<file path="config.mk">
export PLATFORM = sky130hd
export DESIGN_NAME = agm_regs
export DESIGN_NICKNAME = d
export VERILOG_FILES = /design/src/include/agm_pkg.sv /design/src/rtl/agm_chan.sv /design/src/rtl/agm_regs.sv
export VERILOG_INCLUDE_DIRS = /design/src /design/src/include
export SDC_FILE = /design/constraint.sdc
export NUM_CORES = 1
export LEC_CHECK = 0
export BUFFER_PORTS_ARGS = -buffer_cell sky130_fd_sc_hd__buf_4
export CAP_MARGIN = 10
export CORE_ASPECT_RATIO = 1.25
export CORE_UTILIZATION = 50
export CTS_CLUSTER_SIZE = 20
export DETAILED_ROUTE_END_ITERATION = 7
export PLACE_DENSITY = 0.77
export SETUP_SLACK_MARGIN = 0.02
export SLEW_MARGIN = 20
export SYNTH_ARGS = -nofsm -noshare
export SYNTH_HDL_FRONTEND = slang
export SYNTH_HIERARCHICAL = 1
export SYNTH_SLANG_ARGS = --single-unit
export TNS_END_PERCENT = 1
</file>
<file path="constraint.sdc">
create_clock -name REF_CLK -period 4 [get_ports REF_CLK]
set_clock_uncertainty 0.15 [all_clocks]
set_input_delay 0.8 -clock REF_CLK [delete_from_list [all_inputs] [get_ports REF_CLK]]
set_output_delay 0.8 -clock REF_CLK [all_outputs]
set_load 0.05 [all_outputs]
</file>
<file path="src/include/agm_defs.svh">
// Purpose: addresses, field positions and reset values of the gain/mute/option bank
// Assumes: byte-wide registers at their printed addresses
// Notes:   included by the package and by the design files
`ifndef AGM_DEFS_SVH
`define AGM_DEFS_SVH

// =====================================================================
// addresses
`define AGM_ADDR_LEFT      8'h20
`define AGM_ADDR_RIGHT     8'h21
`define AGM_ADDR_OPT       8'h41
`define AGM_ADDR_SOFTRST   8'hFF
`define AGM_SOFTRST_CODE   8'hFF

// =====================================================================
// gain register fields
`define AGM_CODE_MSB       5
`define AGM_CODE_LSB       0
`define AGM_SILENCE_N_BIT  6
`define AGM_HALT_BIT       7
`define AGM_CODE_MUTE      6'h00
`define AGM_CODE_UNITY     6'h37
`define AGM_CODE_MAX       6'h3F
`define AGM_GAIN_STEP_HDB  9'sh003
`define AGM_GAIN_RST       8'h00

// =====================================================================
// option register fields
`define AGM_OPT_FIXED_BIT  0
`define AGM_OPT_IDLE_BIT   1
`define AGM_OPT_MIDX_BIT   2
`define AGM_OPT_ORDER_BIT  3
`define AGM_OPT_FIXED_VAL  1'h1
`define AGM_OPT_RST        3'h1

`endif

</file>
<file path="src/include/agm_pkg.sv">
// Purpose: types and gain arithmetic shared by the bank and its channel slice
// Assumes: agm_defs.svh on the include path
// Notes:   gain is reported in half-dB units, signed
`include "agm_defs.svh"

package agm_pkg;

  // =====================================================================
  // types
  typedef logic signed [8:0] agm_hdb_t;

  typedef struct packed {
    logic [7:0] left_reg;
    logic [7:0] right_reg;
    logic [3:1] opt_reg;
    logic [7:0] rdata;
    logic [5:0] l_code;
    logic [5:0] r_code;
    logic       l_mute;
    logic       r_mute;
    logic       l_halt;
    logic       r_halt;
    agm_hdb_t   l_hdb;
    agm_hdb_t   r_hdb;
  } agm_state_s;

  // =====================================================================
  // gain in half-dB: unity code is 0 dB, each step 1.5 dB
  function automatic agm_hdb_t agm_gain_hdb(input logic [5:0] code);
    agm_hdb_t d;
    d = $signed({3'h0, code}) - $signed({3'h0, `AGM_CODE_UNITY});
    return d * `AGM_GAIN_STEP_HDB;
  endfunction

endpackage

</file>
<file path="src/rtl/agm_chan.sv">
// Purpose: one channel's choice between register and pin settings
// Assumes: pins synchronous to the clock
// Notes:   purely combinational; the bank registers the results
`include "agm_defs.svh"

module agm_chan (
  input  wire logic             combined,
  input  wire logic [7:0]       gain_reg,
  input  wire logic [5:0]       vol_pins,
  input  wire logic             silence_pin_n,
  output logic      [5:0]       code,
  output logic                  mute,
  output logic                  halt,
  output agm_pkg::agm_hdb_t     hdb
);

  logic reg_gain_ok;
  logic reg_mute_ok;

  always_comb begin
    reg_gain_ok = combined && (vol_pins == 6'h00);
    code        = reg_gain_ok ? gain_reg[`AGM_CODE_MSB:`AGM_CODE_LSB]
                              : vol_pins;
    reg_mute_ok = combined && !silence_pin_n;
    // register bit is active low, as is the pin
    mute        = (reg_mute_ok ? !gain_reg[`AGM_SILENCE_N_BIT] : !silence_pin_n)
                  || (code == `AGM_CODE_MUTE);
    halt        = gain_reg[`AGM_HALT_BIT];
    hdb         = agm_pkg::agm_gain_hdb(code);
  end

endmodule

</file>
<file path="src/rtl/agm_regs.sv">
// Purpose: volume, mute, output-halt and modulator option registers
// Assumes: a serial-bus front end delivers decoded byte reads and writes
// Notes:   every output is a flop; option settings reach the outputs one cycle after a write, gain settings two
//
// Notes on behaviour
// - six-bit volume code per channel, 64 steps
// - codes span +12 to -81 dB, 1.5 dB steps
// - linear; 110111 unity, all-zeros mutes
// - left code at 20h, right at 21h, bits 5:0
// - register codes only in combined mode, pins low
// - bit 6 active-low per-channel mute
// - register mute only when combined and pin low
// - bit 7 stops that channel's PWM output
// - idle-pulse bit: 0 idle, 1 50% pulse
// - modulation index bit: 0 87.5%, 1 100%
// - shaper order bit: 0 seventh, 1 fifth
// - idle-pulse resets to 1, bit 0 fixed at 1, other bits 0
// - writing FFh to FFh restores all registers
`include "agm_defs.svh"

module agm_regs (
  input  wire logic                REF_CLK,
  input  wire logic                RST_N,
  input  wire logic                REG_WR,
  input  wire logic                REG_RD,
  input  wire logic [7:0]          REG_ADDR,
  input  wire logic [7:0]          REG_WDATA,
  output logic      [7:0]          REG_RDATA,
  input  wire logic                COMBINED_MODE,
  input  wire logic                VOLUME_PIN_0,
  input  wire logic                VOLUME_PIN_1,
  input  wire logic                VOLUME_PIN_2,
  input  wire logic                VOLUME_PIN_3,
  input  wire logic                VOLUME_PIN_4,
  input  wire logic                VOLUME_PIN_5,
  input  wire logic                SILENCE_PIN_N,
  output logic      [5:0]          LEFT_VOLUME_CODE,
  output logic      [5:0]          RIGHT_VOLUME_CODE,
  output agm_pkg::agm_hdb_t        LEFT_GAIN_HDB,
  output agm_pkg::agm_hdb_t        RIGHT_GAIN_HDB,
  output logic                     LEFT_MUTED,
  output logic                     RIGHT_MUTED,
  output logic                     LEFT_OUTPUT_HALT,
  output logic                     RIGHT_OUTPUT_HALT,
  output logic                     IDLE_PULSE_SELECT,
  output logic                     MODULATION_INDEX_SELECT,
  output logic                     SHAPER_ORDER_SELECT
);

  // =====================================================================
  // state
  agm_pkg::agm_state_s st;
  agm_pkg::agm_state_s next_st;
  logic [5:0]          vol_pins;
  logic [5:0]          l_code;
  logic [5:0]          r_code;
  logic                l_mute;
  logic                r_mute;
  logic                l_halt;
  logic                r_halt;
  agm_pkg::agm_hdb_t   l_hdb;
  agm_pkg::agm_hdb_t   r_hdb;
  logic                soft_rst;

  assign vol_pins = {VOLUME_PIN_5, VOLUME_PIN_4, VOLUME_PIN_3,
                     VOLUME_PIN_2, VOLUME_PIN_1, VOLUME_PIN_0};

  // =====================================================================
  // channel slices
  agm_chan u_left (
    .combined      (COMBINED_MODE),
    .gain_reg      (st.left_reg),
    .vol_pins      (vol_pins),
    .silence_pin_n (SILENCE_PIN_N),
    .code          (l_code),
    .mute          (l_mute),
    .halt          (l_halt),
    .hdb           (l_hdb)
  );

  agm_chan u_right (
    .combined      (COMBINED_MODE),
    .gain_reg      (st.right_reg),
    .vol_pins      (vol_pins),
    .silence_pin_n (SILENCE_PIN_N),
    .code          (r_code),
    .mute          (r_mute),
    .halt          (r_halt),
    .hdb           (r_hdb)
  );

  // =====================================================================
  // next state
  always_comb begin
    next_st  = st;
    soft_rst = REG_WR && (REG_ADDR == `AGM_ADDR_SOFTRST)
               && (REG_WDATA == `AGM_SOFTRST_CODE);
    if (REG_WR) begin
      case (REG_ADDR)
        `AGM_ADDR_LEFT:  next_st.left_reg = REG_WDATA;
        `AGM_ADDR_RIGHT: next_st.right_reg = REG_WDATA;
        // upper nibble reserved and bit 0 fixed: only bits 3:1 are stored
        `AGM_ADDR_OPT:   next_st.opt_reg = REG_WDATA[3:1];
        default: begin
        end
      endcase
    end
    if (soft_rst) begin
      next_st.left_reg  = `AGM_GAIN_RST;
      next_st.right_reg = `AGM_GAIN_RST;
      next_st.opt_reg   = `AGM_OPT_RST;
    end
    if (REG_RD) begin
      case (REG_ADDR)
        `AGM_ADDR_LEFT:  next_st.rdata = st.left_reg;
        `AGM_ADDR_RIGHT: next_st.rdata = st.right_reg;
        `AGM_ADDR_OPT:   next_st.rdata = {4'h0, st.opt_reg, `AGM_OPT_FIXED_VAL};
        // soft-reset location is write-only; unmapped reads give zero
        default:         next_st.rdata = 8'h00;
      endcase
    end
    next_st.l_code = l_code;
    next_st.r_code = r_code;
    next_st.l_mute = l_mute;
    next_st.r_mute = r_mute;
    next_st.l_halt = l_halt;
    next_st.r_halt = r_halt;
    next_st.l_hdb  = l_hdb;
    next_st.r_hdb  = r_hdb;
  end

  // =====================================================================
  // registers
  always_ff @(posedge REF_CLK) begin
    if (!RST_N) begin
      st           <= '0;
      st.opt_reg   <= `AGM_OPT_RST;
      st.left_reg  <= `AGM_GAIN_RST;
      st.right_reg <= `AGM_GAIN_RST;
      st.l_mute    <= 1'h1;
      st.r_mute    <= 1'h1;
      st.l_hdb     <= agm_pkg::agm_gain_hdb(`AGM_CODE_MUTE);
      st.r_hdb     <= agm_pkg::agm_gain_hdb(`AGM_CODE_MUTE);
    end else begin
      st <= next_st;
    end
  end

  // =====================================================================
  // outputs
  assign REG_RDATA               = st.rdata;
  assign LEFT_VOLUME_CODE        = st.l_code;
  assign RIGHT_VOLUME_CODE       = st.r_code;
  assign LEFT_GAIN_HDB           = st.l_hdb;
  assign RIGHT_GAIN_HDB          = st.r_hdb;
  assign LEFT_MUTED              = st.l_mute;
  assign RIGHT_MUTED             = st.r_mute;
  assign LEFT_OUTPUT_HALT        = st.l_halt;
  assign RIGHT_OUTPUT_HALT       = st.r_halt;
  assign IDLE_PULSE_SELECT       = st.opt_reg[`AGM_OPT_IDLE_BIT];
  assign MODULATION_INDEX_SELECT = st.opt_reg[`AGM_OPT_MIDX_BIT];
  assign SHAPER_ORDER_SELECT     = st.opt_reg[`AGM_OPT_ORDER_BIT];
endmodule

</file>
# [After elaboration in Yosys (flattened, before gate mapping)]
# Index checks and enable logic that the tools add are counted.
[op_classes] muxes=5 n_shift=0 multipliers=2 n_eq_ne=5 div_mod_pow=0 n_addsub=2 bitwise=1 n_reduce_logical=16 order_cmp=0
[ops] op="8-bit one-hot mux with 3 select lines" count=1
[ops] op="6-bit logical NOT" count=3
[ops] op="9-bit by 3-bit multiplier with 9-bit output (second input constant)" count=2
[ops] op="8-bit by 6-bit == test with 1-bit output (second input constant)" count=2
[ops] op="8-bit == test (second input constant)" count=2
[ops] op="6-bit by 6-bit subtractor with 7-bit output (second input constant)" count=2
[ops] op="6-bit 2-to-1 mux" count=2
[ops] op="8-bit by 7-bit == test with 1-bit output (second input constant)" count=1
[ops] op="2-bit AND reduction" count=3
[ops] op="1-bit logical AND" count=4
[ops] op="1-bit logical NOT" count=3
[ops] op="1-bit logical OR" count=2
[ops] op="1-bit 2-to-1 mux" count=2
[ops] op="2-bit OR reduction" count=1
[ops] op="1-bit inverter" count=1
[totals] ff_bits=61 word_cells=43 memories=0 ram_bits=0 rom_bits=0 latchBits=0 input_bits=28

# [Longest topological paths before layout]
# Gate-level depths: netlist of run 1.
[logic_depth] word_depth=5 mapped_depth=15

# [By module]
# The synthesis of run 1 kept the hierarchy.
[by_module_without_submodules] mod="agm_regs" area_per_inst_um2=2422.3 cells_each=234 instances=1
[by_module_without_submodules] mod="agm_chan" area_per_inst_um2=580.6 cells_each=72 instances=2

# [Worst setup path after synthesis of run 1]
# Ideal clock, no wire load.
[synth_timing] path_kind="input to register" from="input VOLUME_PIN_2" to="register st, in the netlist LEFT_GAIN_HDB[8]" path_stages=15 path_slack_ns=0.049 arrival_ns=3.675 setup_time_ns=0.126 required_time_ns=3.724 path_cell_list="nor4_4 > a31oi_2 > inv_1 > ha_1 > nor4bb_1 > a32oi_1 > nand2_1 > xnor2_1 > ha_1 > ha_1 > a21o_1 > a21oi_1 > o21ai_0 > xnor2_1 > nand2b_1"
[synth_between] elab_chain_cells=5
[synth_rtl] item="from (decl)" line_no="agm_regs.sv:32" source="input wire logic VOLUME_PIN_2,"
[synth_rtl] item="6-bit logical NOT" line_no="agm_chan.sv:21" source="reg_gain_ok = combined && (vol_pins == 6'h00);"
[synth_rtl] item="1-bit logical AND" line_no="agm_chan.sv:21"
[synth_rtl] item="6-bit 2-to-1 mux" line_no="agm_chan.sv:22" source="code = reg_gain_ok ? gain_reg[`AGM_CODE_MSB:`AGM_CODE_LSB]"
[synth_rtl] item="named net l_code[0]" line_no="agm_regs.sv:55" source="logic [5:0] l_code;"
[synth_rtl] item="6-bit by 6-bit subtractor with 7-bit output" line_no="agm_pkg.sv:31" source="d = $signed({3'h0, code}) - $signed({3'h0, `AGM_CODE_UNITY});"
[synth_rtl] item="9-bit by 3-bit multiplier with 9-bit output (no line)"
[synth_rtl] item="named net l_hdb[8]" line_no="agm_regs.sv:61" source="agm_pkg::agm_hdb_t l_hdb;"
[synth_rtl] item="to (signal assigned)" line_no="agm_regs.sv:145" source="st <= next_st;"
[synth_rtl] item="to (decl)" line_no="agm_regs.sv:52" source="agm_pkg::agm_state_s st;"
# The timed path passes the listed nets, and every way through them passes these cells.
# A chain may end at the register's enable or synchronous reset.

# [Final worst setup path of run 1]
[layout_timing] from="input VOLUME_PIN_4" to="register st, in the netlist LEFT_GAIN_HDB[8]"
[layout_between] elab_chain_cells=5
[layout_rtl] item="from (decl)" line_no="agm_regs.sv:34" source="input wire logic VOLUME_PIN_4,"
[layout_rtl] item="6-bit logical NOT" line_no="agm_chan.sv:21"
[layout_rtl] item="1-bit logical AND" line_no="agm_chan.sv:21"
[layout_rtl] item="6-bit 2-to-1 mux" line_no="agm_chan.sv:22"
[layout_rtl] item="named net l_code[0]" line_no="agm_regs.sv:55"
[layout_rtl] item="6-bit by 6-bit subtractor with 7-bit output" line_no="agm_pkg.sv:31"
[layout_rtl] item="9-bit by 3-bit multiplier with 9-bit output (no line)"
[layout_rtl] item="named net l_hdb[8]" line_no="agm_regs.sv:61"
# The timed path passes the listed nets, and every way through them passes these cells.

==> results of run 1 <==
worst reg2reg max path, delay by kind of cell (launching register included):
family	cells	cell delay, ns
compound gates	5	1.04
xor+xnor	2	0.36
simple gates	4	0.57
fa+ha+maj	3	0.78
flops	1	0.33
cell type report:
type                            instances  share of cell area
Clock buffer                           12             0.03607
Clock inverter                          4            0.005236
Inverter                               23             0.02007
Multi-Input combinational cell        246              0.4523
Sequential cell                        61              0.2839
Tap cell                               90             0.02618
Timing Repair Buffer                  101              0.1763
logic make-up (layout without fill, tap and decap cells):
logic type / count (synthesis) / in the layout / synth area share
and+or+nand+nor: 124 / 124 / 0.2119
buffers and inverters: 71 / 140 / 0.1198
DFF: 61 / 61 / 0.3408
AOI/OAI and AO/OA: 56 / 56 / 0.1260
adders and majority gates: 26 / 26 / 0.09497
muxes: 24 / 24 / 0.06739
xor gates and xnor gates: 16 / 16 / 0.03910
where the power goes:
part / switching [W] / internal [W]
combinational: 0.000311 / 0.000225
clock: 0.000232 / 0.000255
sequential: 0.00000920 / 0.000647
total: 0.000552 / 0.00113
state kept, by name, summed over array words and instances, names as in the netlist, 6 cells and up:
| register | flops |
|---|---|
| REG_RDATA | 8 |
| st | 16 |
| RIGHT_GAIN_HDB | 9 |
| RIGHT_VOLUME_CODE | 6 |
| LEFT_VOLUME_CODE | 6 |
| LEFT_GAIN_HDB | 9 |
cell usage in the layout, fill, tap and decap left out, types with 5 or more instances in the layout:
master	count
buf_4	101
dfxtp_1	61
and2_1	27
nor2_1	24
ha_1	24
mux2i_1	23
inv_1	23
nand2_1	14
nand2b_1	14
xnor2_1	12
clkbuf_8	11
nor2b_1	9
a21oi_1	8
nand3_1	7
nand4_1	6
o22ai_1	6
a31o_2	6
o21ai_0	5
through the flow:
step                TNS (ns)    util
floorplan                  0       -
global placement           0  0.5929
detailed placement   -0.1743  0.5929
CTS                        0  0.6185
global route               0  0.6204
finish                     0  0.6204
per-layer routing:
metal,share of wire,wire [um],GRT usage
met3,0.041,300,0.03491
met2,0.50,3681,0.3499
met1,0.43,3154,0.2310
met5,0,0,0
met4,0.032,238,0.1422
timing repair:
action | in CTS | in global routing
setup buffers | 0 | 0
resized for setup | 0 | 2
setup endpoints to repair | 0 | 2
final timing paths:
check / from / end / slack (ns)
worst max-delay path: VOLUME_PIN_4 / LEFT_GAIN_HDB[8] / 0.23
worst min-delay path: REG_RDATA[1] / REG_RDATA[1] / 0.33
worst max register to register: st[54] / LEFT_GAIN_HDB[8] / 0.66
worst min register to register: REG_RDATA[1] / REG_RDATA[1] / 0.33
==> flow_metrics.env, run 1 <==
export IMPL_syn_avg_cell_area_um2=9.480
export IMPL_instances_no_fill=537
export IMPL_dp_cells=521
export IMPL_cts_buffer_depth=2
export IMPL_setup_viol=0
export IMPL_drt_wl_total_mm=7.375
export IMPL_path_depth=16
export IMPL_grt_max_degree=43
export IMPL_die_w_um=77.72
export IMPL_htreeDepth=3
export IMPL_syn_nets=432
export IMPL_yosysTopAreaCell="dfxtp_1"
export IMPL_drtIter0Drc=112
export IMPL_dp_hpwl_mm=5.664
export IMPL_nNetsFinal=496
export IMPL_multiInputGateArea_um2=1946
export IMPL_register_area_um2=1221
export IMPL_clk_pin_slew_worst_paths_ns=0.07
export IMPL_synth_warnings=6
export IMPL_cpLargestDelayFamily="simple AND/OR/NAND/NOR gates"
export IMPL_cpMaxStageDelayCell="nor4_4"
export IMPL_p_leak_nw=1.974
export IMPL_slew_violations=0
export IMPL_detail_route_antenna_nets=0
export IMPL_vias=2806
export IMPL_yosys_top_cells_area="dfxtp_1, buf_4, ha_1"
export IMPL_wire_per_inst_um=13.73
export IMPL_yosys_area_top_type_share=0.3408
export IMPL_clock_latency_ns=0.35
export IMPL_max_cap_viol_count=0
export IMPL_gp_congestion=0.9036
export IMPL_setup_ws_ns=0.2317
export IMPL_drc_errors=0
export IMPL_yosysMostFrequentCell="dfxtp_1"
export IMPL_place_area_um2=4111
export IMPL_cpMostUsedCell="ha_1"
export IMPL_postCtsHoldBufs=0
export IMPL_synth_seq_cells=61
export IMPL_fill_cells=596
export IMPL_fin_crit_sh=0.9421
export IMPL_cts_sinks=61
export IMPL_min_path_cells=2
export IMPL_synth_cell_type_count=54
export IMPL_syn_inst=378
export IMPL_period_needed_ns=3.768
export IMPL_synthTopCellsByCount="dfxtp_1, buf_4, and2_1"
export IMPL_tightest_slew_ns=0.5974
export IMPL_fp_dieH_um=96.65
export IMPL_viasPerCell=5.225
export IMPL_num_io_pins=73
export IMPL_pwr_density_cell_nw_per_um2=390.3
export IMPL_antenna_found_initial=0
export IMPL_slew_limit_headroom=0.5987
export IMPL_hold_violations=0
export IMPL_yosysSeqAreaShare=0.3408
export IMPL_synth_top_flop_cell="dfxtp_1"
export IMPL_start_kind="input port"
export IMPL_cts_buffers=9
export IMPL_start_util=0.5168
export IMPL_grt_pass1_vias=2711
export IMPL_vdd_drop_max_mv=0.2215
export IMPL_cts_tree="done"
export IMPL_post_place_ws_ns=-0.1178
export IMPL_drtPass1Iterations=4
export IMPL_max_freq_ghz=0.2654
export IMPL_grt_pass1_wl_mm=12.13
export IMPL_core_um2=6934
export IMPL_synth_edff_count=0
export IMPL_cts_root_buf="clkbuf_8"
export IMPL_synth_area_um2=3583
export IMPL_finalPower_w=0.001679
export IMPL_grt_ovfl_total=0
export IMPL_path_max_fanout=6
export IMPL_hold_slack_ns=0.3308
export IMPL_worstPathRequired_ns=4.07
export IMPL_crit_path_cell_trace="buf_4 -> nor4_4 -> a31oi_2 -> inv_1 -> ha_1 -> nor4bb_2 -> a32oi_1 -> nand2_1 -> xnor2_1 -> ha_1 -> ha_1 -> a21o_1 -> a21oi_1 -> o21ai_0 -> xnor2_1 -> nand2b_1"
export IMPL_path_class="in -> reg"
export IMPL_rsz0062_at_grt="yes"
export IMPL_status="completed"
export IMPL_worstPathArrival_ns=3.83
export IMPL_grt_use_total=0.2059
export IMPL_hold_class="reg -> reg"
export IMPL_fp_row_count=34
export IMPL_critPathBufInv=2
export IMPL_area_growth_pct=20.04
export IMPL_port_buffers=72
export IMPL_cpPeakStageDelay_ns=0.38
export IMPL_end_kind="flip-flop"
export IMPL_antennaDiodeCount=0
export IMPL_ys_async_sr_fraction=0
export IMPL_stdcell_area_um2=4302
export IMPL_die_area_um2=7512
export IMPL_drive_gt1_frac=0.3177
export IMPL_reg2reg_depth=14
Power figures use the tool's default switching activity.
==> run 2: changes to the inputs <==
CORE_UTILIZATION = 33   (was 50)
PLACE_DENSITY = 0.54   (was 0.77)
clock period = 3.2 ns   (was 4 ns; I/O delays follow)
==> run 2 against run 1 <==
The run now ends with setup timing left. Utilization decreased by 14 points. First-iteration DRC count is 38% lower. Final cell count increased by 15%. Combinational power rose by 53%. Die area increased by 50%.
==> flow_metrics.env, run 2 (synthesis results as in run 1) <==
export IMPL_largest_register_ffs=16
export IMPL_start_kind="input port"
export IMPL_utilization=0.4800
export IMPL_clk_pin_slew_worst_paths_ns=0.05
export IMPL_path_class="in -> reg"
export IMPL_clock_latency_ns=0.33
export IMPL_setup_ws_ns=-0.09561
export IMPL_max_cap_viol_count=0
export IMPL_grt_use_met2=0.2777
export IMPL_gp_congestion=0.8708
export IMPL_drt_wl_total_mm=8.652
export IMPL_hold_class="reg -> reg"
export IMPL_grt_pass1_wl_mm=14.15
export IMPL_detail_route_antenna_nets=0
export IMPL_rsz0062_at_grt="yes"
export IMPL_dp_hpwl_mm=6.508
export IMPL_postCtsHoldBufs=0
export IMPL_end_kind="flip-flop"
export IMPL_wire_per_inst_um=13.98
export IMPL_final_cell_mix="buf_4, dfxtp_1, and2_1, nor2_1, mux2i_1"
export IMPL_drtIter0Drc=70
export IMPL_drtPass1Iterations=4
export IMPL_worstPathRequired_ns=3.32
export IMPL_use_met1=0.1835
export IMPL_max_freq_ghz=0.3034
export IMPL_top_register="st"
export IMPL_fin_crit_sh=1.030
export IMPL_dp_cells=596
export IMPL_setup_viol=6
export IMPL_cts_sinks=61
export IMPL_num_io_pins=73
export IMPL_start_util=0.3393
export IMPL_post_place_ws_ns=-0.6145
export IMPL_final_common_cell="buf_4"
export IMPL_vdd_drop_max_mv=0.2664
export IMPL_grt_ovfl_total=0
export IMPL_worstPathArrival_ns=3.42
export IMPL_hold_violations=0
export IMPL_tightest_slew_ns=0.5284
export IMPL_antennaDiodeCount=0
export IMPL_grt_use_met3=0.04698
export IMPL_viasPerCell=4.698
export IMPL_htreeDepth=3
export IMPL_antenna_found_initial=0
export IMPL_fp_row_count=42
export IMPL_area_growth_pct=41.48
export IMPL_fp_dieH_um=118.5
export IMPL_grt_pass1_vias=2968
export IMPL_cts_buffer_depth=2
export IMPL_drive_gt1_frac=0.4292
export IMPL_finalPower_w=0.002639
export IMPL_grt_use_total=0.1644
export IMPL_drc_errors=0
export IMPL_port_buffers=72
export IMPL_grt_max_degree=43
export IMPL_p_leak_nw=2.285
export IMPL_instances_no_fill=619
export IMPL_cts_buffers=9
export IMPL_cts_root_buf="clkbuf_16"
export IMPL_cts_tree="done"
export IMPL_core_um2=10560
export IMPL_status="finished, violations left"
export IMPL_die_area_um2=11280
export IMPL_path_max_fanout=4
export IMPL_nNetsFinal=536
export IMPL_vias=2908
export IMPL_slew_limit_headroom=0.6464
export IMPL_period_needed_ns=3.296
export IMPL_pwr_density_cell_nw_per_um2=520.5
export IMPL_top_usage_layer="met2"
export IMPL_violations="setup timing"
export IMPL_slew_violations=0
export IMPL_die_w_um=95.21
export IMPL_fill_cells=1015
==> run 2: cell count changes in the layout (fill, tap and decap cells not counted), moves of 3 or more <==
cell       delta
a21oi_1       -3
ha_1          -9
buf_4        +37
ha_4          +9
clkbuf_16     +9
clkbuf_8      -9
==> run 2: worst max-delay path: stages <==
cell	delay (ns)
buf_8	0.11
nor4_4	0.37
buf_4	0.18
buf_4	0.10
a41oi_2	0.13
or4_1	0.52
nand4_1	0.21
ha_4	0.25
ha_4	0.25
nor4b_2	0.25
a21oi_1	0.07
o311a_1	0.12
o311ai_1	0.07
and2_1	0.15
==> run 2: final timing paths <==
check / from / to / slack (ns) / cells after the start
worst max-delay path: VOLUME_PIN_3 / LEFT_GAIN_HDB[7] / -0.1 / 14
worst min-delay path: REG_RDATA[3] / REG_RDATA[3] / 0.32 / 2
worst max register to register: st[54] / LEFT_GAIN_HDB[8] / 0.09 / 13
worst min register to register: REG_RDATA[3] / REG_RDATA[3] / 0.32 / 2
==> run 2: through the flow <==
step	hold WS (ns)	area (um2)	setup TNS, ns
6_report	0.3202	5070	-0.3306
5_1_grt	0.3658	5070	-1.409
4_1_cts	0.3247	4957	-0.5846
3_5_place_dp	0.3050	4529	-4.723
3_3_place_gp	0.3104	4529	-4.010
2_1_floorplan	0.2763	3689	-1.905
==> run 2: area by class of cell <==
class | count | area, um2 | area share
inverters | 23 | 86.33 | 0.01703
clock inverters | 5 | 58.81 | 0.01160
flip-flops and latches | 61 | 1221 | 0.2409
repair buffers | 141 | 1086 | 0.2142
clock buffers | 11 | 252.7 | 0.04985
multi-input cells | 246 | 2200 | 0.4339
well taps | 132 | 165.2 | 0.03258
==> run 2: repair_timing <==
action | in CTS | in global routing
pin swaps | 22 | 25
setup buffers | 4 | 3
resized for setup | 15 | 16
endpoints found under the setup margin | 8 | 9
==> run 2: layer usage <==
layer  wire, um  vias to the layer above
met3        434                       17
met2       4397                       68
met5          0                        -
met1       3600                     1335
met4        221                        0
li1           -                     1488
==> run 2: where the power goes <==
part           internal [W]  switching (W)  leakage (nW)  total, W
Sequential         0.000810      0.0000128         0.500  0.000823
Combinational      0.000379       0.000441          1.64  0.000820
Clock              0.000644       0.000352         0.148  0.000996
Total               0.00183       0.000805          2.28   0.00264
==> run 3: changes to the inputs <==
CORE_ASPECT_RATIO = unset   (was 1.25)
==> run 3 against run 2 <==
The run still ends with setup timing left. Sequential share of layout area is 0.29 points higher. Critical path depth is 7 higher. Hold slack better by 0.0079 ns. Flip-flop and latch count stayed put. Total power is 11% lower. Die area hardly changed. Utilization is 0.098 points higher. Fmax is 1.1% higher. Register-to-register slack better by 0.02 ns. Non-clock buffer count is 7 higher. Critical path type unchanged. Critical endpoint is now LEFT_VOLUME_CODE[0]. Largest cell class unchanged. Highest routed layer unchanged.
==> flow_metrics.env, run 3 (synthesis results as in run 1) <==
export IMPL_cts_sinks=61
export IMPL_grt_pass1_vias=3076
export IMPL_gp_congestion=0.8448
export IMPL_period_needed_ns=3.260
export IMPL_num_io_pins=73
export IMPL_end_kind="flip-flop"
export IMPL_path_max_fanout=3
export IMPL_min_path_cells=2
export IMPL_clk_pin_slew_worst_paths_ns=0.08
export IMPL_tightest_slew_ns=0.5472
export IMPL_fp_dieH_um=106.2
export IMPL_largest_register_ffs=16
export IMPL_max_freq_ghz=0.3068
export IMPL_dp_hpwl_mm=6.506
export IMPL_fin_crit_sh=1.019
export IMPL_antennaDiodeCount=0
export IMPL_die_area_um2=11280
export IMPL_postCtsHoldBufs=0
export IMPL_drc_errors=0
export IMPL_drtPass1Iterations=4
export IMPL_r2r_end="LEFT_GAIN_HDB[8]"
export IMPL_setup_viol=2
export IMPL_start_kind="input port"
export IMPL_hold_end="REG_RDATA[3]"
export IMPL_rsz0062_at_grt="yes"
export IMPL_place_area_um2=4482
export IMPL_wire_per_inst_um=14.16
export IMPL_pwr_density_cell_nw_per_um2=469.5
export IMPL_violations="setup timing"
export IMPL_vdd_drop_max_mv=0.2214
export IMPL_cts_buffer_depth=2
export IMPL_die_w_um=106.2
export IMPL_fp_row_count=37
export IMPL_grt_use_total=0.1710
export IMPL_max_cap_viol_count=0
export IMPL_post_place_ws_ns=-0.6142
export IMPL_min_from="REG_RDATA[3]"
export IMPL_hold_slack_ns=0.3281
export IMPL_drtIter0Drc=62
export IMPL_reg2reg_depth=13
export IMPL_hold_violations=0
export IMPL_detail_route_antenna_nets=0
export IMPL_stdcell_area_um2=5010
export IMPL_htreeDepth=3
export IMPL_top_register="st"
export IMPL_cts_tree="done"
export IMPL_cts_root_buf="clkbuf_8"
export IMPL_grt_ovfl_total=0
export IMPL_antenna_found_initial=0
export IMPL_status="finished, violations left"
export IMPL_viasPerCell=4.729
export IMPL_cts_buffers=9
export IMPL_core_um2=10420
export IMPL_worstPathArrival_ns=3.34
export IMPL_path_class="in -> reg"
export IMPL_clock_latency_ns=0.35
export IMPL_slew_violations=0
export IMPL_p_leak_nw=2.285
export IMPL_worstPathRequired_ns=3.28
export IMPL_timing_rr_start="st[54]"
export IMPL_start_util=0.3440
export IMPL_grt_pass1_wl_mm=15.01
export IMPL_drive_gt1_frac=0.4312
export IMPL_port_buffers=72
export IMPL_hold_class="reg -> reg"
export IMPL_final_cell_mix="buf_4, dfxtp_1, and2_1, nor2_1, mux2i_1"
export IMPL_area_growth_pct=39.80
export IMPL_slew_limit_headroom=0.6338
export IMPL_setup_ws_ns=-0.05972
export IMPL_reg2reg_slack_ns=0.11
export IMPL_grt_max_degree=43
export IMPL_vias=2979
export IMPL_nNetsFinal=543
export IMPL_final_common_cell="buf_4"
export IMPL_drt_wl_total_mm=8.921
==> run 3: repair_timing <==
action,in CTS,in global routing
resized for setup,20,10
gates cloned,0,0
endpoints found under the setup margin,8,8
setup buffers,21,0
pin swaps,16,3
==> run 3: stage by stage <==
| stage | std cells | TNS (ns) | total power (W) | util |
|---|---|---|---|---|
| after detailed placement | 593 | -4.613 | 0.001598 | 0.4303 |
| after floorplan | 378 | -1.905 | 0.001392 | - |
| after CTS | 630 | 0 | 0.002363 | 0.4750 |
| final | 630 | -0.06368 | 0.002352 | 0.4810 |
| after global routing | 630 | -0.9546 | 0.002478 | 0.4810 |
| after global placement | 593 | -3.427 | 0.001589 | 0.4303 |
==> run 3: worst max path at each step <==
| stage | slack, ns | startpoint | endpoint |
|---|---|---|---|
| CTS | 0.008 | VOLUME_PIN_2 | RIGHT_GAIN_HDB[8] |
| finish | -0.06 | COMBINED_MODE | LEFT_VOLUME_CODE[0] |
| global placement | -0.47 | VOLUME_PIN_4 | LEFT_GAIN_HDB[7] |
| global route | -0.19 | VOLUME_PIN_2 | LEFT_GAIN_HDB[7] |
| floorplan | -0.32 | VOLUME_PIN_4 | LEFT_GAIN_HDB[8] |
| detailed placement | -0.61 | VOLUME_PIN_4 | RIGHT_GAIN_HDB[7] |
==> run 3: critical path: stages <==
cell and delay (ns):
buf_4 0.12, and2b_2 0.22, a31oi_4 0.16, inv_2 0.07
buf_4 0.13, buf_4 0.13, buf_4 0.12, buf_4 0.12
buf_4 0.12, buf_4 0.12, buf_4 0.12, buf_4 0.12
buf_4 0.12, buf_4 0.13, buf_4 0.12, buf_4 0.12
buf_4 0.12, buf_4 0.12, buf_4 0.13, buf_4 0.12
and2_4 0.15
==> run 3: power breakdown <==
group          internal, W  switching, W
Combinational     0.000383      0.000437
Sequential        0.000809     0.0000132
Clock             0.000403      0.000307
==> run 3: layout make-up <==
class                   instances  area, um2
well taps                     136      170.2
flip-flops and latches         61       1221
fillers                       990       5406
clock buffers                  13      158.9
inverters                      23      86.33
multi-input cells             246       2182
clock inverters                 3      43.79
repair buffers                148       1147
==> run 3: layer usage <==
layer | routed length [um] | GRT usage | up-vias
met5 | 0 | 0 | -
met4 | 168 | 0.09127 | 0
met3 | 242 | 0.02820 | 12
met2 | 4399 | 0.2927 | 55
met1 | 4111 | 0.2039 | 1407
li1 | - | - | 1505
